<file path="src/verilog/pberr_pkg.sv">
package pberr_pkg;
   // ----------------------------------------
   // register map
   // ----------------------------------------
   localparam int ADDR_W = 4;
   localparam logic [3:0] CTRL_OFS = 4'h0;
   localparam logic [3:0] DIS_OFS = 4'h4;
   localparam logic [3:0] STAT_OFS = 4'h8;
   localparam int CTRL_W = 6;
   localparam int CTRL_PPER = 0;
   localparam int CTRL_SPER = 1;
   localparam int CTRL_PSERR_EN = 2;
   localparam int CTRL_SSERR_EN = 3;
   localparam int CTRL_FWD_EN = 4;
   localparam int CTRL_MA_MODE = 5;
   localparam logic [5:0] CTRL_RST = 6'h00;
   localparam int DIS_W = 16;
   localparam int DIS_SEC_POS = 8;
   localparam logic [15:0] DIS_RST = 16'h0000;
   localparam int ST_W = 4;
   localparam int ST_SDPD = 0;
   localparam int ST_SDPE = 1;
   localparam int ST_PSERR = 2;
   localparam int ST_SSERR = 3;
   localparam logic [3:0] ST_RST = 4'h0;
   localparam logic [31:0] RD_UNMAPPED = 32'h0000_0000;
   // ----------------------------------------
   // system error conditions, one disable bit each per interface
   // ----------------------------------------
   localparam int NCOND = 8;
   localparam int C_ADDR = 0;
   localparam int C_TGT_PAR = 1;
   localparam int C_TABORT = 2;
   localparam int C_MABORT = 3;
   localparam int C_RETRY_PW = 4;
   localparam int C_RETRY_DW = 5;
   localparam int C_RETRY_DR = 6;
   localparam int C_TIMEOUT = 7;
   // ----------------------------------------
   // retry limit
   // ----------------------------------------
   localparam int NRETRY = 3;
   localparam int RETRY_LIMIT = 16777216;
   localparam int RETRY_CNT_W = 25;
   // ----------------------------------------
   // transaction kinds on the secondary bus
   // ----------------------------------------
   typedef enum logic [2:0] {
      K_DN_PW,
      K_UP_PW,
      K_DN_DW,
      K_UP_DW,
      K_DN_DR,
      K_UP_DR,
      K_CFG_WR,
      K_CFG_RD
   } pberr_kind_t;
endpackage : pberr_pkg

</file>
<file path="src/verilog/pberr_top.sv">
// Function
// - downstream posted write: flag on sensed perr
// - target-only perr raises primary serr
// - upstream posted write forwarded, flag set
// - secondary perr driven when response enabled
// - downstream delayed write: primary perr at trdy
// - upstream delayed write dropped, trdy/stop, perr
// - downstream delayed read returns bad parity
// - read also sets flag, drives secondary perr
// - config write stored, detected flag set
// - config write drives secondary perr
// - config read touches no flag
// - separate primary and secondary serr outputs
// - serr gated by interface enable bit
// - per-condition per-interface disable mask
// - address parity serr gated by response
// - target-bus-only parity serr gated
// - target abort, master abort with mode
// - discard after retry limit, raise serr
// - completion discard on timeout raises serr
// - serr on initiator's interface
// - forward secondary serr to primary
//
// The Avalon-MM slave port and the register offsets are this design's own decisions.
`timescale 1ns/1ps
module pberr_top #(
   parameter int RETRY_LIMIT = pberr_pkg::RETRY_LIMIT
) (
   input wire logic clk,
   input wire logic rst_n,
   input wire logic [3:0] avs_address,
   input wire logic avs_read,
   input wire logic avs_write,
   input wire logic [31:0] avs_writedata,
   input wire logic [3:0] avs_byteenable,
   output logic [31:0] avs_readdata,
   output logic avs_waitrequest,
   input wire logic txn_valid,
   input wire logic [2:0] txn_kind,
   input wire logic txn_sec_data_perr,
   input wire logic txn_pri_perr_seen,
   input wire logic txn_multi_phase,
   input wire logic pri_trdy_return,
   input wire logic secondary_perr_n_in,
   output logic secondary_perr_n_out,
   output logic secondary_perr_n_oe,
   output logic primary_perr_n_out,
   output logic primary_perr_n_oe,
   input wire logic pri_addr_perr,
   input wire logic sec_addr_perr,
   input wire logic pw_target_abort,
   input wire logic pw_master_abort,
   input wire logic pw_init_sec,
   input wire logic [2:0] retry_pulse,
   input wire logic [2:0] retry_done,
   input wire logic [2:0] retry_init_sec,
   input wire logic cpl_timeout,
   input wire logic cpl_init_sec,
   input wire logic secondary_serr_n_in,
   output logic secondary_serr_n_out,
   output logic secondary_serr_n_oe,
   output logic primary_serr_n_out,
   output logic primary_serr_n_oe,
   output logic fwd_bad_parity,
   output logic drop_write,
   output logic ret_trdy,
   output logic ret_stop,
   output logic [2:0] retry_discard,
   output logic cpl_discard
);
   // ----------------------------------------
   // helpers
   // ----------------------------------------
   function automatic logic serr_want(
      input logic [pberr_pkg::NCOND-1:0] cond,
      input logic [pberr_pkg::NCOND-1:0] dis,
      input logic en
   );
      serr_want = en & (|(cond & ~dis));
   endfunction : serr_want

   localparam logic [pberr_pkg::RETRY_CNT_W-1:0] RLIM_M1 =
      pberr_pkg::RETRY_CNT_W'(RETRY_LIMIT - 1);

   // ----------------------------------------
   // registers
   // ----------------------------------------
   logic [pberr_pkg::CTRL_W-1:0] ctrl_reg;
   logic [pberr_pkg::CTRL_W-1:0] ctrl_next;
   logic [pberr_pkg::DIS_W-1:0] dis_reg;
   logic [pberr_pkg::DIS_W-1:0] dis_next;
   logic [pberr_pkg::ST_W-1:0] stat_reg;
   logic [pberr_pkg::ST_W-1:0] stat_next;
   logic wait_reg;
   logic [31:0] rdata_reg;
   logic [31:0] rd_mux;
   logic sperr_out_reg;
   logic sperr_oe_reg;
   logic pperr_out_reg;
   logic pperr_oe_reg;
   logic pperr_pend_reg;
   logic sserr_out_reg;
   logic sserr_oe_reg;
   logic pserr_out_reg;
   logic pserr_oe_reg;
   logic fwd_reg;
   logic drop_reg;
   logic trdy_reg;
   logic stop_reg;
   logic [2:0] discard_reg;
   logic cpl_discard_reg;
   logic [pberr_pkg::RETRY_CNT_W-1:0] retry_cnt_reg [pberr_pkg::NRETRY];

   // ----------------------------------------
   // bus decode
   // ----------------------------------------
   pberr_pkg::pberr_kind_t kind;
   logic wr_ok;
   logic sel_ctrl;
   logic sel_dis;
   logic sel_stat;
   logic [pberr_pkg::ST_W-1:0] st_clr;
   logic wait_next;

   assign kind = pberr_pkg::pberr_kind_t'(txn_kind);
   assign wr_ok = avs_write & ~wait_reg;
   assign sel_ctrl = avs_address == pberr_pkg::CTRL_OFS;
   assign sel_dis = avs_address == pberr_pkg::DIS_OFS;
   assign sel_stat = avs_address == pberr_pkg::STAT_OFS;
   assign wait_next = ~((avs_read | avs_write) & wait_reg);

   always_comb begin
      if (sel_ctrl) begin
         rd_mux = {26'h0000000, ctrl_reg};
      end else if (sel_dis) begin
         rd_mux = {16'h0000, dis_reg};
      end else if (sel_stat) begin
         rd_mux = {28'h0000000, stat_reg};
      end else begin
         rd_mux = pberr_pkg::RD_UNMAPPED;
      end
   end

   assign ctrl_next = (wr_ok & sel_ctrl & avs_byteenable[0]) ?
      avs_writedata[pberr_pkg::CTRL_W-1:0] : ctrl_reg;
   assign dis_next[7:0] = (wr_ok & sel_dis & avs_byteenable[0]) ?
      avs_writedata[7:0] : dis_reg[7:0];
   assign dis_next[15:8] = (wr_ok & sel_dis & avs_byteenable[1]) ?
      avs_writedata[15:8] : dis_reg[15:8];
   assign st_clr = (wr_ok & sel_stat & avs_byteenable[0]) ?
      avs_writedata[pberr_pkg::ST_W-1:0] : 4'h0;

   // ----------------------------------------
   // secondary data parity decode
   // ----------------------------------------
   logic pper;
   logic sper;
   logic sperr_seen;
   logic sdp;
   logic is_dn_pw;
   logic is_up_pw;
   logic is_dn_dw;
   logic is_up_dw;
   logic is_dn_dr;
   logic is_cfg_wr;
   logic set_sdpd;
   logic set_sdpe;
   logic drive_sperr;
   logic arm_pperr;
   logic pperr_go;
   logic tgt_par_pri;
   logic up_dw_stop;

   assign pper = ctrl_reg[pberr_pkg::CTRL_PPER];
   assign sper = ctrl_reg[pberr_pkg::CTRL_SPER];
   assign sperr_seen = ~secondary_perr_n_in;
   assign sdp = txn_sec_data_perr;
   assign is_dn_pw = txn_valid & (kind == pberr_pkg::K_DN_PW);
   assign is_up_pw = txn_valid & (kind == pberr_pkg::K_UP_PW);
   assign is_dn_dw = txn_valid & (kind == pberr_pkg::K_DN_DW);
   assign is_up_dw = txn_valid & (kind == pberr_pkg::K_UP_DW);
   assign is_dn_dr = txn_valid & (kind == pberr_pkg::K_DN_DR);
   assign is_cfg_wr = txn_valid & (kind == pberr_pkg::K_CFG_WR);
   // upstream delayed reads and config reads need no decode here:
   // initiator acts

   assign set_sdpd = ((is_dn_pw | is_dn_dw) & sper & sperr_seen) |
                     (is_dn_dr & sdp & sper);
   assign set_sdpe = sdp & (is_up_pw | (is_up_dw & sper) | is_dn_dr | is_cfg_wr);
   assign drive_sperr = sdp & sper & (is_up_pw | is_up_dw | is_dn_dr | is_cfg_wr);
   assign arm_pperr = is_dn_dw & pper & sper & sperr_seen;
   assign pperr_go = pperr_pend_reg & pri_trdy_return;
   assign tgt_par_pri = is_dn_pw & pper & sper & sperr_seen & ~txn_pri_perr_seen;
   assign up_dw_stop = is_up_dw & sdp & sper;

   // ----------------------------------------
   // retry counters
   // ----------------------------------------
   logic [2:0] retry_hit;

   genvar g;
   generate
      for (g = 0; g < pberr_pkg::NRETRY; g++) begin : g_retry
         assign retry_hit[g] = retry_pulse[g] & (retry_cnt_reg[g] == RLIM_M1);
         always_ff @(posedge clk) begin
            if (!rst_n || retry_done[g] || retry_hit[g]) begin
               retry_cnt_reg[g] <= '0;
            end else if (retry_pulse[g]) begin
               retry_cnt_reg[g] <= retry_cnt_reg[g] + 1'b1;
            end
         end
      end
   endgenerate

   // ----------------------------------------
   // system error conditions
   // ----------------------------------------
   logic [5:0] ev_hi;
   logic [5:0] side_hi;
   logic [pberr_pkg::NCOND-1:0] cond_pri;
   logic [pberr_pkg::NCOND-1:0] cond_sec;
   logic [pberr_pkg::NCOND-1:0] dis_pri;
   logic [pberr_pkg::NCOND-1:0] dis_sec;
   logic raise_pserr;
   logic raise_sserr;
   logic fwd_serr;

   assign ev_hi = {cpl_timeout, retry_hit,
                   pw_master_abort & ctrl_reg[pberr_pkg::CTRL_MA_MODE], pw_target_abort};
   assign side_hi = {cpl_init_sec, retry_init_sec, pw_init_sec, pw_init_sec};
   assign cond_pri = {ev_hi & ~side_hi, tgt_par_pri, pri_addr_perr & pper};
   assign cond_sec = {ev_hi & side_hi, 1'b0, sec_addr_perr & sper};
   assign dis_pri = dis_reg[pberr_pkg::DIS_SEC_POS-1:0];
   assign dis_sec = dis_reg[pberr_pkg::DIS_W-1:pberr_pkg::DIS_SEC_POS];
   assign fwd_serr = ctrl_reg[pberr_pkg::CTRL_FWD_EN] &
                     (~secondary_serr_n_in | sserr_oe_reg);
   assign raise_pserr = serr_want(cond_pri, dis_pri, ctrl_reg[pberr_pkg::CTRL_PSERR_EN]) |
                        (ctrl_reg[pberr_pkg::CTRL_PSERR_EN] & fwd_serr);
   assign raise_sserr = serr_want(cond_sec, dis_sec, ctrl_reg[pberr_pkg::CTRL_SSERR_EN]);

   // status sets win over same-cycle clears
   assign stat_next = (stat_reg & ~st_clr) |
                      {raise_sserr, raise_pserr, set_sdpe, set_sdpd};

   // ----------------------------------------
   // register file and bus answer
   // ----------------------------------------
   always_ff @(posedge clk) begin
      if (!rst_n) begin
         ctrl_reg <= pberr_pkg::CTRL_RST;
         dis_reg <= pberr_pkg::DIS_RST;
         stat_reg <= pberr_pkg::ST_RST;
         wait_reg <= 1'b1;
         rdata_reg <= 32'h0000_0000;
      end else begin
         ctrl_reg <= ctrl_next;
         dis_reg <= dis_next;
         stat_reg <= stat_next;
         wait_reg <= wait_next;
         rdata_reg <= wait_reg ? rd_mux : rdata_reg;
      end
   end

   // ----------------------------------------
   // parity error pins
   // ----------------------------------------
   always_ff @(posedge clk) begin
      if (!rst_n) begin
         sperr_out_reg <= 1'b1;
         sperr_oe_reg <= 1'b0;
      end else if (drive_sperr) begin
         sperr_out_reg <= 1'b0;
         sperr_oe_reg <= 1'b1;
      end else begin
         sperr_out_reg <= 1'b1;
         sperr_oe_reg <= sperr_oe_reg & ~sperr_out_reg;
      end
   end

   always_ff @(posedge clk) begin
      if (!rst_n) begin
         pperr_out_reg <= 1'b1;
         pperr_oe_reg <= 1'b0;
         pperr_pend_reg <= 1'b0;
      end else begin
         pperr_pend_reg <= arm_pperr | (pperr_pend_reg & ~pperr_go);
         pperr_out_reg <= ~pperr_go;
         pperr_oe_reg <= pperr_go | (pperr_oe_reg & ~pperr_out_reg);
      end
   end

   // ----------------------------------------
   // serr pins and actions
   // ----------------------------------------
   always_ff @(posedge clk) begin
      if (!rst_n) begin
         pserr_out_reg <= 1'b1;
         pserr_oe_reg <= 1'b0;
         sserr_out_reg <= 1'b1;
         sserr_oe_reg <= 1'b0;
      end else begin
         pserr_out_reg <= ~raise_pserr;
         pserr_oe_reg <= raise_pserr;
         sserr_out_reg <= ~raise_sserr;
         sserr_oe_reg <= raise_sserr;
      end
   end

   always_ff @(posedge clk) begin
      if (!rst_n) begin
         fwd_reg <= 1'b0;
         drop_reg <= 1'b0;
         trdy_reg <= 1'b0;
         stop_reg <= 1'b0;
         discard_reg <= 3'h0;
         cpl_discard_reg <= 1'b0;
      end else begin
         fwd_reg <= sdp & (is_up_pw | is_dn_dr);
         drop_reg <= up_dw_stop;
         trdy_reg <= up_dw_stop;
         stop_reg <= up_dw_stop & txn_multi_phase;
         discard_reg <= retry_hit;
         cpl_discard_reg <= cpl_timeout;
      end
   end

   assign avs_readdata = rdata_reg;
   assign avs_waitrequest = wait_reg;
   assign secondary_perr_n_out = sperr_out_reg;
   assign secondary_perr_n_oe = sperr_oe_reg;
   assign primary_perr_n_out = pperr_out_reg;
   assign primary_perr_n_oe = pperr_oe_reg;
   assign secondary_serr_n_out = sserr_out_reg;
   assign secondary_serr_n_oe = sserr_oe_reg;
   assign primary_serr_n_out = pserr_out_reg;
   assign primary_serr_n_oe = pserr_oe_reg;
   assign fwd_bad_parity = fwd_reg;
   assign drop_write = drop_reg;
   assign ret_trdy = trdy_reg;
   assign ret_stop = stop_reg;
   assign retry_discard = discard_reg;
   assign cpl_discard = cpl_discard_reg;
endmodule : pberr_top
</file>
<file path="config.mk">
export PLATFORM = sky130hd
export DESIGN_NAME = pberr_top
export DESIGN_NICKNAME = d
export VERILOG_FILES = /design/src/verilog/pberr_pkg.sv /design/src/verilog/pberr_top.sv
export SDC_FILE = /design/constraint.sdc
export NUM_CORES = 1
export LEC_CHECK = 0
export BUFFER_PORTS_ARGS = -buffer_cell sky130_fd_sc_hd__buf_2
export CORE_UTILIZATION = 50
export CTS_CLUSTER_SIZE = 14
export DETAILED_ROUTE_END_ITERATION = 12
export GPL_ROUTABILITY_DRIVEN = 0
export PLACE_DENSITY = 0.86
export SYNTH_ARGS = -nofsm -noshare
export SYNTH_HDL_FRONTEND = slang
export SYNTH_SLANG_ARGS = --single-unit
</file>
<file path="constraint.sdc">
create_clock -name clk -period 2 [get_ports clk]
set_input_delay 0.4 -clock clk [delete_from_list [all_inputs] [get_ports clk]]
set_output_delay 0.4 -clock clk [all_outputs]
set_load 0.005 [all_outputs]
</file>
# --- Yosys cells after proc, flatten, opt, wreduce, memory -nomap -nowiden ---
# Memory sizes are Yosys's and may differ from the RTL's.
# Cells that the tools add are included.
word_totals:
  regBits: 75
  inputBits: 70
  elab_cells: 154
  mem_bits_rw: 75
  n_memories: 1
  output_inout_bits: 49
mem_list:
  columns: ["memory", "depth", "width", "rd", "rd_ports_with_merged_regs", "wr", "line_no", "text"]
  rows:
  - ["retry_cnt_reg", 3, 25, 3, 0, 3, "pberr_top.sv:112", "logic [pberr_pkg::RETRY_CNT_W-1:0] retry_cnt_reg [pberr_pkg::NRETRY];"]
op_classes:
  muxes: 24
  add_sub_neg: 3
  n_reduce_logical: 11
  eq_ne: 10
  bitwise_logic: 85
op_table:
  columns: ["operator", "n"]
  rows:
  - ["adder 25 x 1 -> 25 bit (second input constant)", 3]
  - ["== test 25 x 24 -> 1 bit (second input constant)", 3]
  - ["2-to-1 mux 25 bit", 3]
  - ["AND 1 bit", 48]
  - ["2-to-1 mux 16 bit", 2]
  - ["2-to-1 mux 1 bit", 17]
  - ["OR 1 bit", 17]
  - ["AND 8 bit", 2]
  - ["inverter 8 bit", 2]
  - ["OR reduction 8 bit", 2]
  - ["AND 6 bit", 2]
  - ["inverter 1 bit", 10]
  - ["2-to-1 mux 4 bit", 2]
  - ["== test 3 x 2 -> 1 bit (second input constant)", 2]
  - ["== test 3 bit (second input constant)", 2]
  - ["logical OR 1 bit", 6]
  - ["inverter 6 bit", 1]
  - ["AND 4 bit", 1]
  - ["== test 4 x 3 -> 1 bit (second input constant)", 1]
  - ["== test 4 bit (second input constant)", 1]
  - ["zero test 4 bit", 1]
  - ["inverter 4 bit", 1]
  - ["OR 4 bit", 1]
  - ["== test 3 x 1 -> 1 bit (second input constant)", 1]
  - ["other kinds (2)", 2]

# --- Logic depth before layout (Yosys ltp) ---
logic_depth:
  ltp_word: 11
  ltp_mapped: 7
  ltp_nobuf: 6

# --- Worst setup path after synthesis ---
# OpenSTA, ideal clock, no wires.
synth_path:
  path_type: "reg-to-reg"
  start: "mem retry_cnt_reg[0][0] (netlist bit)"
  end: "mem retry_cnt_reg[0][12] (netlist bit), data pin"
  t_required_ns: 1.746
  path_buffers: 1
  path_stages_with_launch: 8
  synth_period_minus_slack_ns: 1.878
  path_slack_ns: 0.122
  setup_time_ns: 0.254
  t_arrival_ns: 1.623
  cell_sequence: "edfxtp_1 > ha_1 > nand3_1 > nor3_4 > nand3_2 > o21ai_4 > buf_6 > nor2_1"
synth_lines:
  columns: ["element", "line_no"]
  rows:
  - ["from (decl)", "pberr_top.sv:112"]

==> flow_summary.ini <==
[synth]
yosys_warnings = 0
synthFlopType = edfxtp_1
synth_top_cell_by_area = edfxtp_1
ys_async_sr_fraction_pct = 0
synthTopCellsByArea = edfxtp_1 34%, dfxtp_1 18%, nor2_1 7.0%
synth_cell_types = 56
syn_avg_cell_area_um2 = 10.1
synth_edf_count = 75
synth.top_cell.area_share_pct = 34.0
syn_area_um2 = 6620
synth-seq-cells = 134
synth_most_common_cell = nor2_1
syn_inst = 658
synth_seq_area_share_pct = 51.9
netlist_top_cells_count = 123 x nor2_1, 75 x edfxtp_1, 59 x dfxtp_1, 44 x nand3_1, 42 x nand2_1

[setup_path]
criticalPathCategory = flop to flop
path_buf_inv = 2
cp_cell_sequence = ha_2, nand4_1, nor2_1, buf_6, nand4b_1, o21ai_2, buf_6, nor2_1
worst_ep_required_time_ps = 2170
cpPeakStageDelay_ps = 390
crit_arrival_ps = 2080
critPathMaxFanout = 12
startpoint_type = flop
critical_path.top_delay_family = simple AND/OR/NAND/NOR gates
crit_path_end_kind = flop
crit_slowest_cell = edfxtp_1

[timing]
period_share_pct = 95.5
slew_viol_final = 0
grt_setup_unrepaired = yes
setup-violations-final = 0
worst_slew_pin_slew_ps = 550
worst_slack_ps = 89.9
hold_violations = 0
skew_ps = 8.91
max_slew_margin_pct = 63.3
fmax_mhz = 524
timing.final.crit_period_ps = 1910

[global_routing]
grt_pass1_vias = 4822
grt_pass1_wl_um = 23200
overflow = 0
antenna_found_initial = 0
grt_max_degree = 27
grtUsageTotal_pct = 22.4

[power]
ir_worst_vdd_v = 0.000727
p_leak_nw = 3.18
p_per_area_nw_per_um2 = 805

[floorplanning]
rows = 41
die_height_um = 117
core_area_um2 = 12800
start_util_pct = 51.8
die_x_um = 117
dieArea_um2 = 13700
ios = 119

[routing]
drc = 0
drt-total-wl_um = 15000
drt_iter0_drc = 374
routedWlPerCell_um = 15.6
via_count = 5210
firstDrtPassIters = 4
ant_nets = 0
viasPerCell = 5.42

[placed_design]
placed_cells = 927
io_buffers = 84
dp_slack_ps = 74.4
hpwl_um = 10200

[layout]
num-nets-final = 849
fillCellCount = 971
fin_util_pct = 62.5
diodes = 0
regArea_um2 = 3430
synthToLayoutAreaGrowth_pct = 20.7
multi_input_area_um2 = 2960
fin_cells = 961
drive_gt1_share_pct = 21.0
largest_reg_flops = 75

[cts]
h-tree-depth = 4
root_buffer = clkbuf_16
clock-sinks = 134
cts_inserted_buffers = 17
holdBufCountCts = 0
cts_tree = built
clock_path_buffers = 2
clkTransAtPathRegs_ps = 60
clkLatencyLatePin_ps = 420

[run]
drv_cap = 0

[min_path]
hp-class = input port to flop

[status]
outcome = finished, final reports clean
-- per-stage QoR --
stage	setup TNS (ps)	cell area, um2	hold slack, ps	power, mW
2_1_floorplan	0	6670	403	3.29
3_3_place_gp	0	7360	417	3.41
3_5_place_dp	0	7360	416	3.42
4_1_cts	0	7950	164	6.44
5_1_grt	-5.20	7980	169	6.62
6_report	0	7980	180	6.43
-- cells by family after synthesis --
family	synth area share [%]
xor gates and xnor gates	8.60
muxes	3.37
and+or+nand+nor	25.8
AOI/OAI and AO/OA	5.26
DFF	51.9
adders and majority gates	0.567
other	0.0567
buffers and inverters	4.48
-- worst register-to-register path: cells and delay by family, from the launching register on --
family / cells / cell delay, ps
adder cells (fa/ha/maj): 1 / 220
buffers and inverters: 2 / 350
flip-flops: 1 / 390
AND/OR/NAND/NOR: 4 / 480
AO/OA/AOI/OAI: 1 / 220
-- layer usage --
| metal | global-route usage (%) | up-vias | wire (um) |
|---|---|---|---|
| met4 | 9.45 | 0 | 245 |
| met5 | 0 | - | 0 |
| met2 | 38.4 | 134 | 7510 |
| li1 | - | 2521 | - |
| met1 | 27.0 | 2536 | 6540 |
| met3 | 5.20 | 19 | 730 |
-- where the power goes --
group | switching [mW] | internal [mW] | total (mW)
clock network | 1.14 | 1.91 | 3.05
registers | 0.0779 | 2.98 | 3.06
logic | 0.185 | 0.138 | 0.323
-- cell type report --
cell class	count	area share [%]
flip-flops and latches	134	43.0
multi-input cells	488	37.0
repair buffers	123	9.39
clock buffers	27	6.97
well taps	172	2.70
inverters	12	0.564
clock inverters	5	0.360
-- repair_timing --
action / in CTS / in global routing
setup buffers: 0 / 1
endpoints found under the setup margin: 0 / 40
gates resized for setup: 0 / 8
-- cells in the final DEF (no fill, tap or decap), drive strengths merged, types with 2 or more instances in the layout --
cell type	instances
and4	7
or3	4
nor2b	14
nand4b	3
nand2b	12
nor4	4
nor3b	5
a31oi	3
and3	15
clkbuf	27
nor4bb	3
buf	123
and2	7
o22ai	2
inv	15
a21oi	25
mux2	2
ha	3
o31ai	2
clkinv	2
nand4	26
nand3	45
xor2	41
a32oi	3
o21ai	10
nor2	123
a21boi	3
nand3b	2
conb	16
xnor2	24
edfxtp	75
nand2	43
nor3	11
dfxtp	59
nor4b	2
mux2i	20
-- path summary, 6_finish.rpt --
check | from | end | slack (ps) | cells past startpoint
setup / recovery | retry_cnt_reg[1][0]$_SDFFCE_PN0P_ | retry_cnt_reg[1][11]$_SDFFCE_PN0P_ | 90 | 8
hold / removal | avs_read | avs_waitrequest$_SDFF_PN1_ | 180 | 2
setup reg to reg | retry_cnt_reg[1][0]$_SDFFCE_PN0P_ | retry_cnt_reg[1][11]$_SDFFCE_PN0P_ | 90 | 8
hold reg to reg | pperr_pend_reg$_SDFF_PN0_ | primary_perr_n_out$_SDFF_PN1_ | 440 | 1
Note: power is estimated with default switching activity, not from simulation.
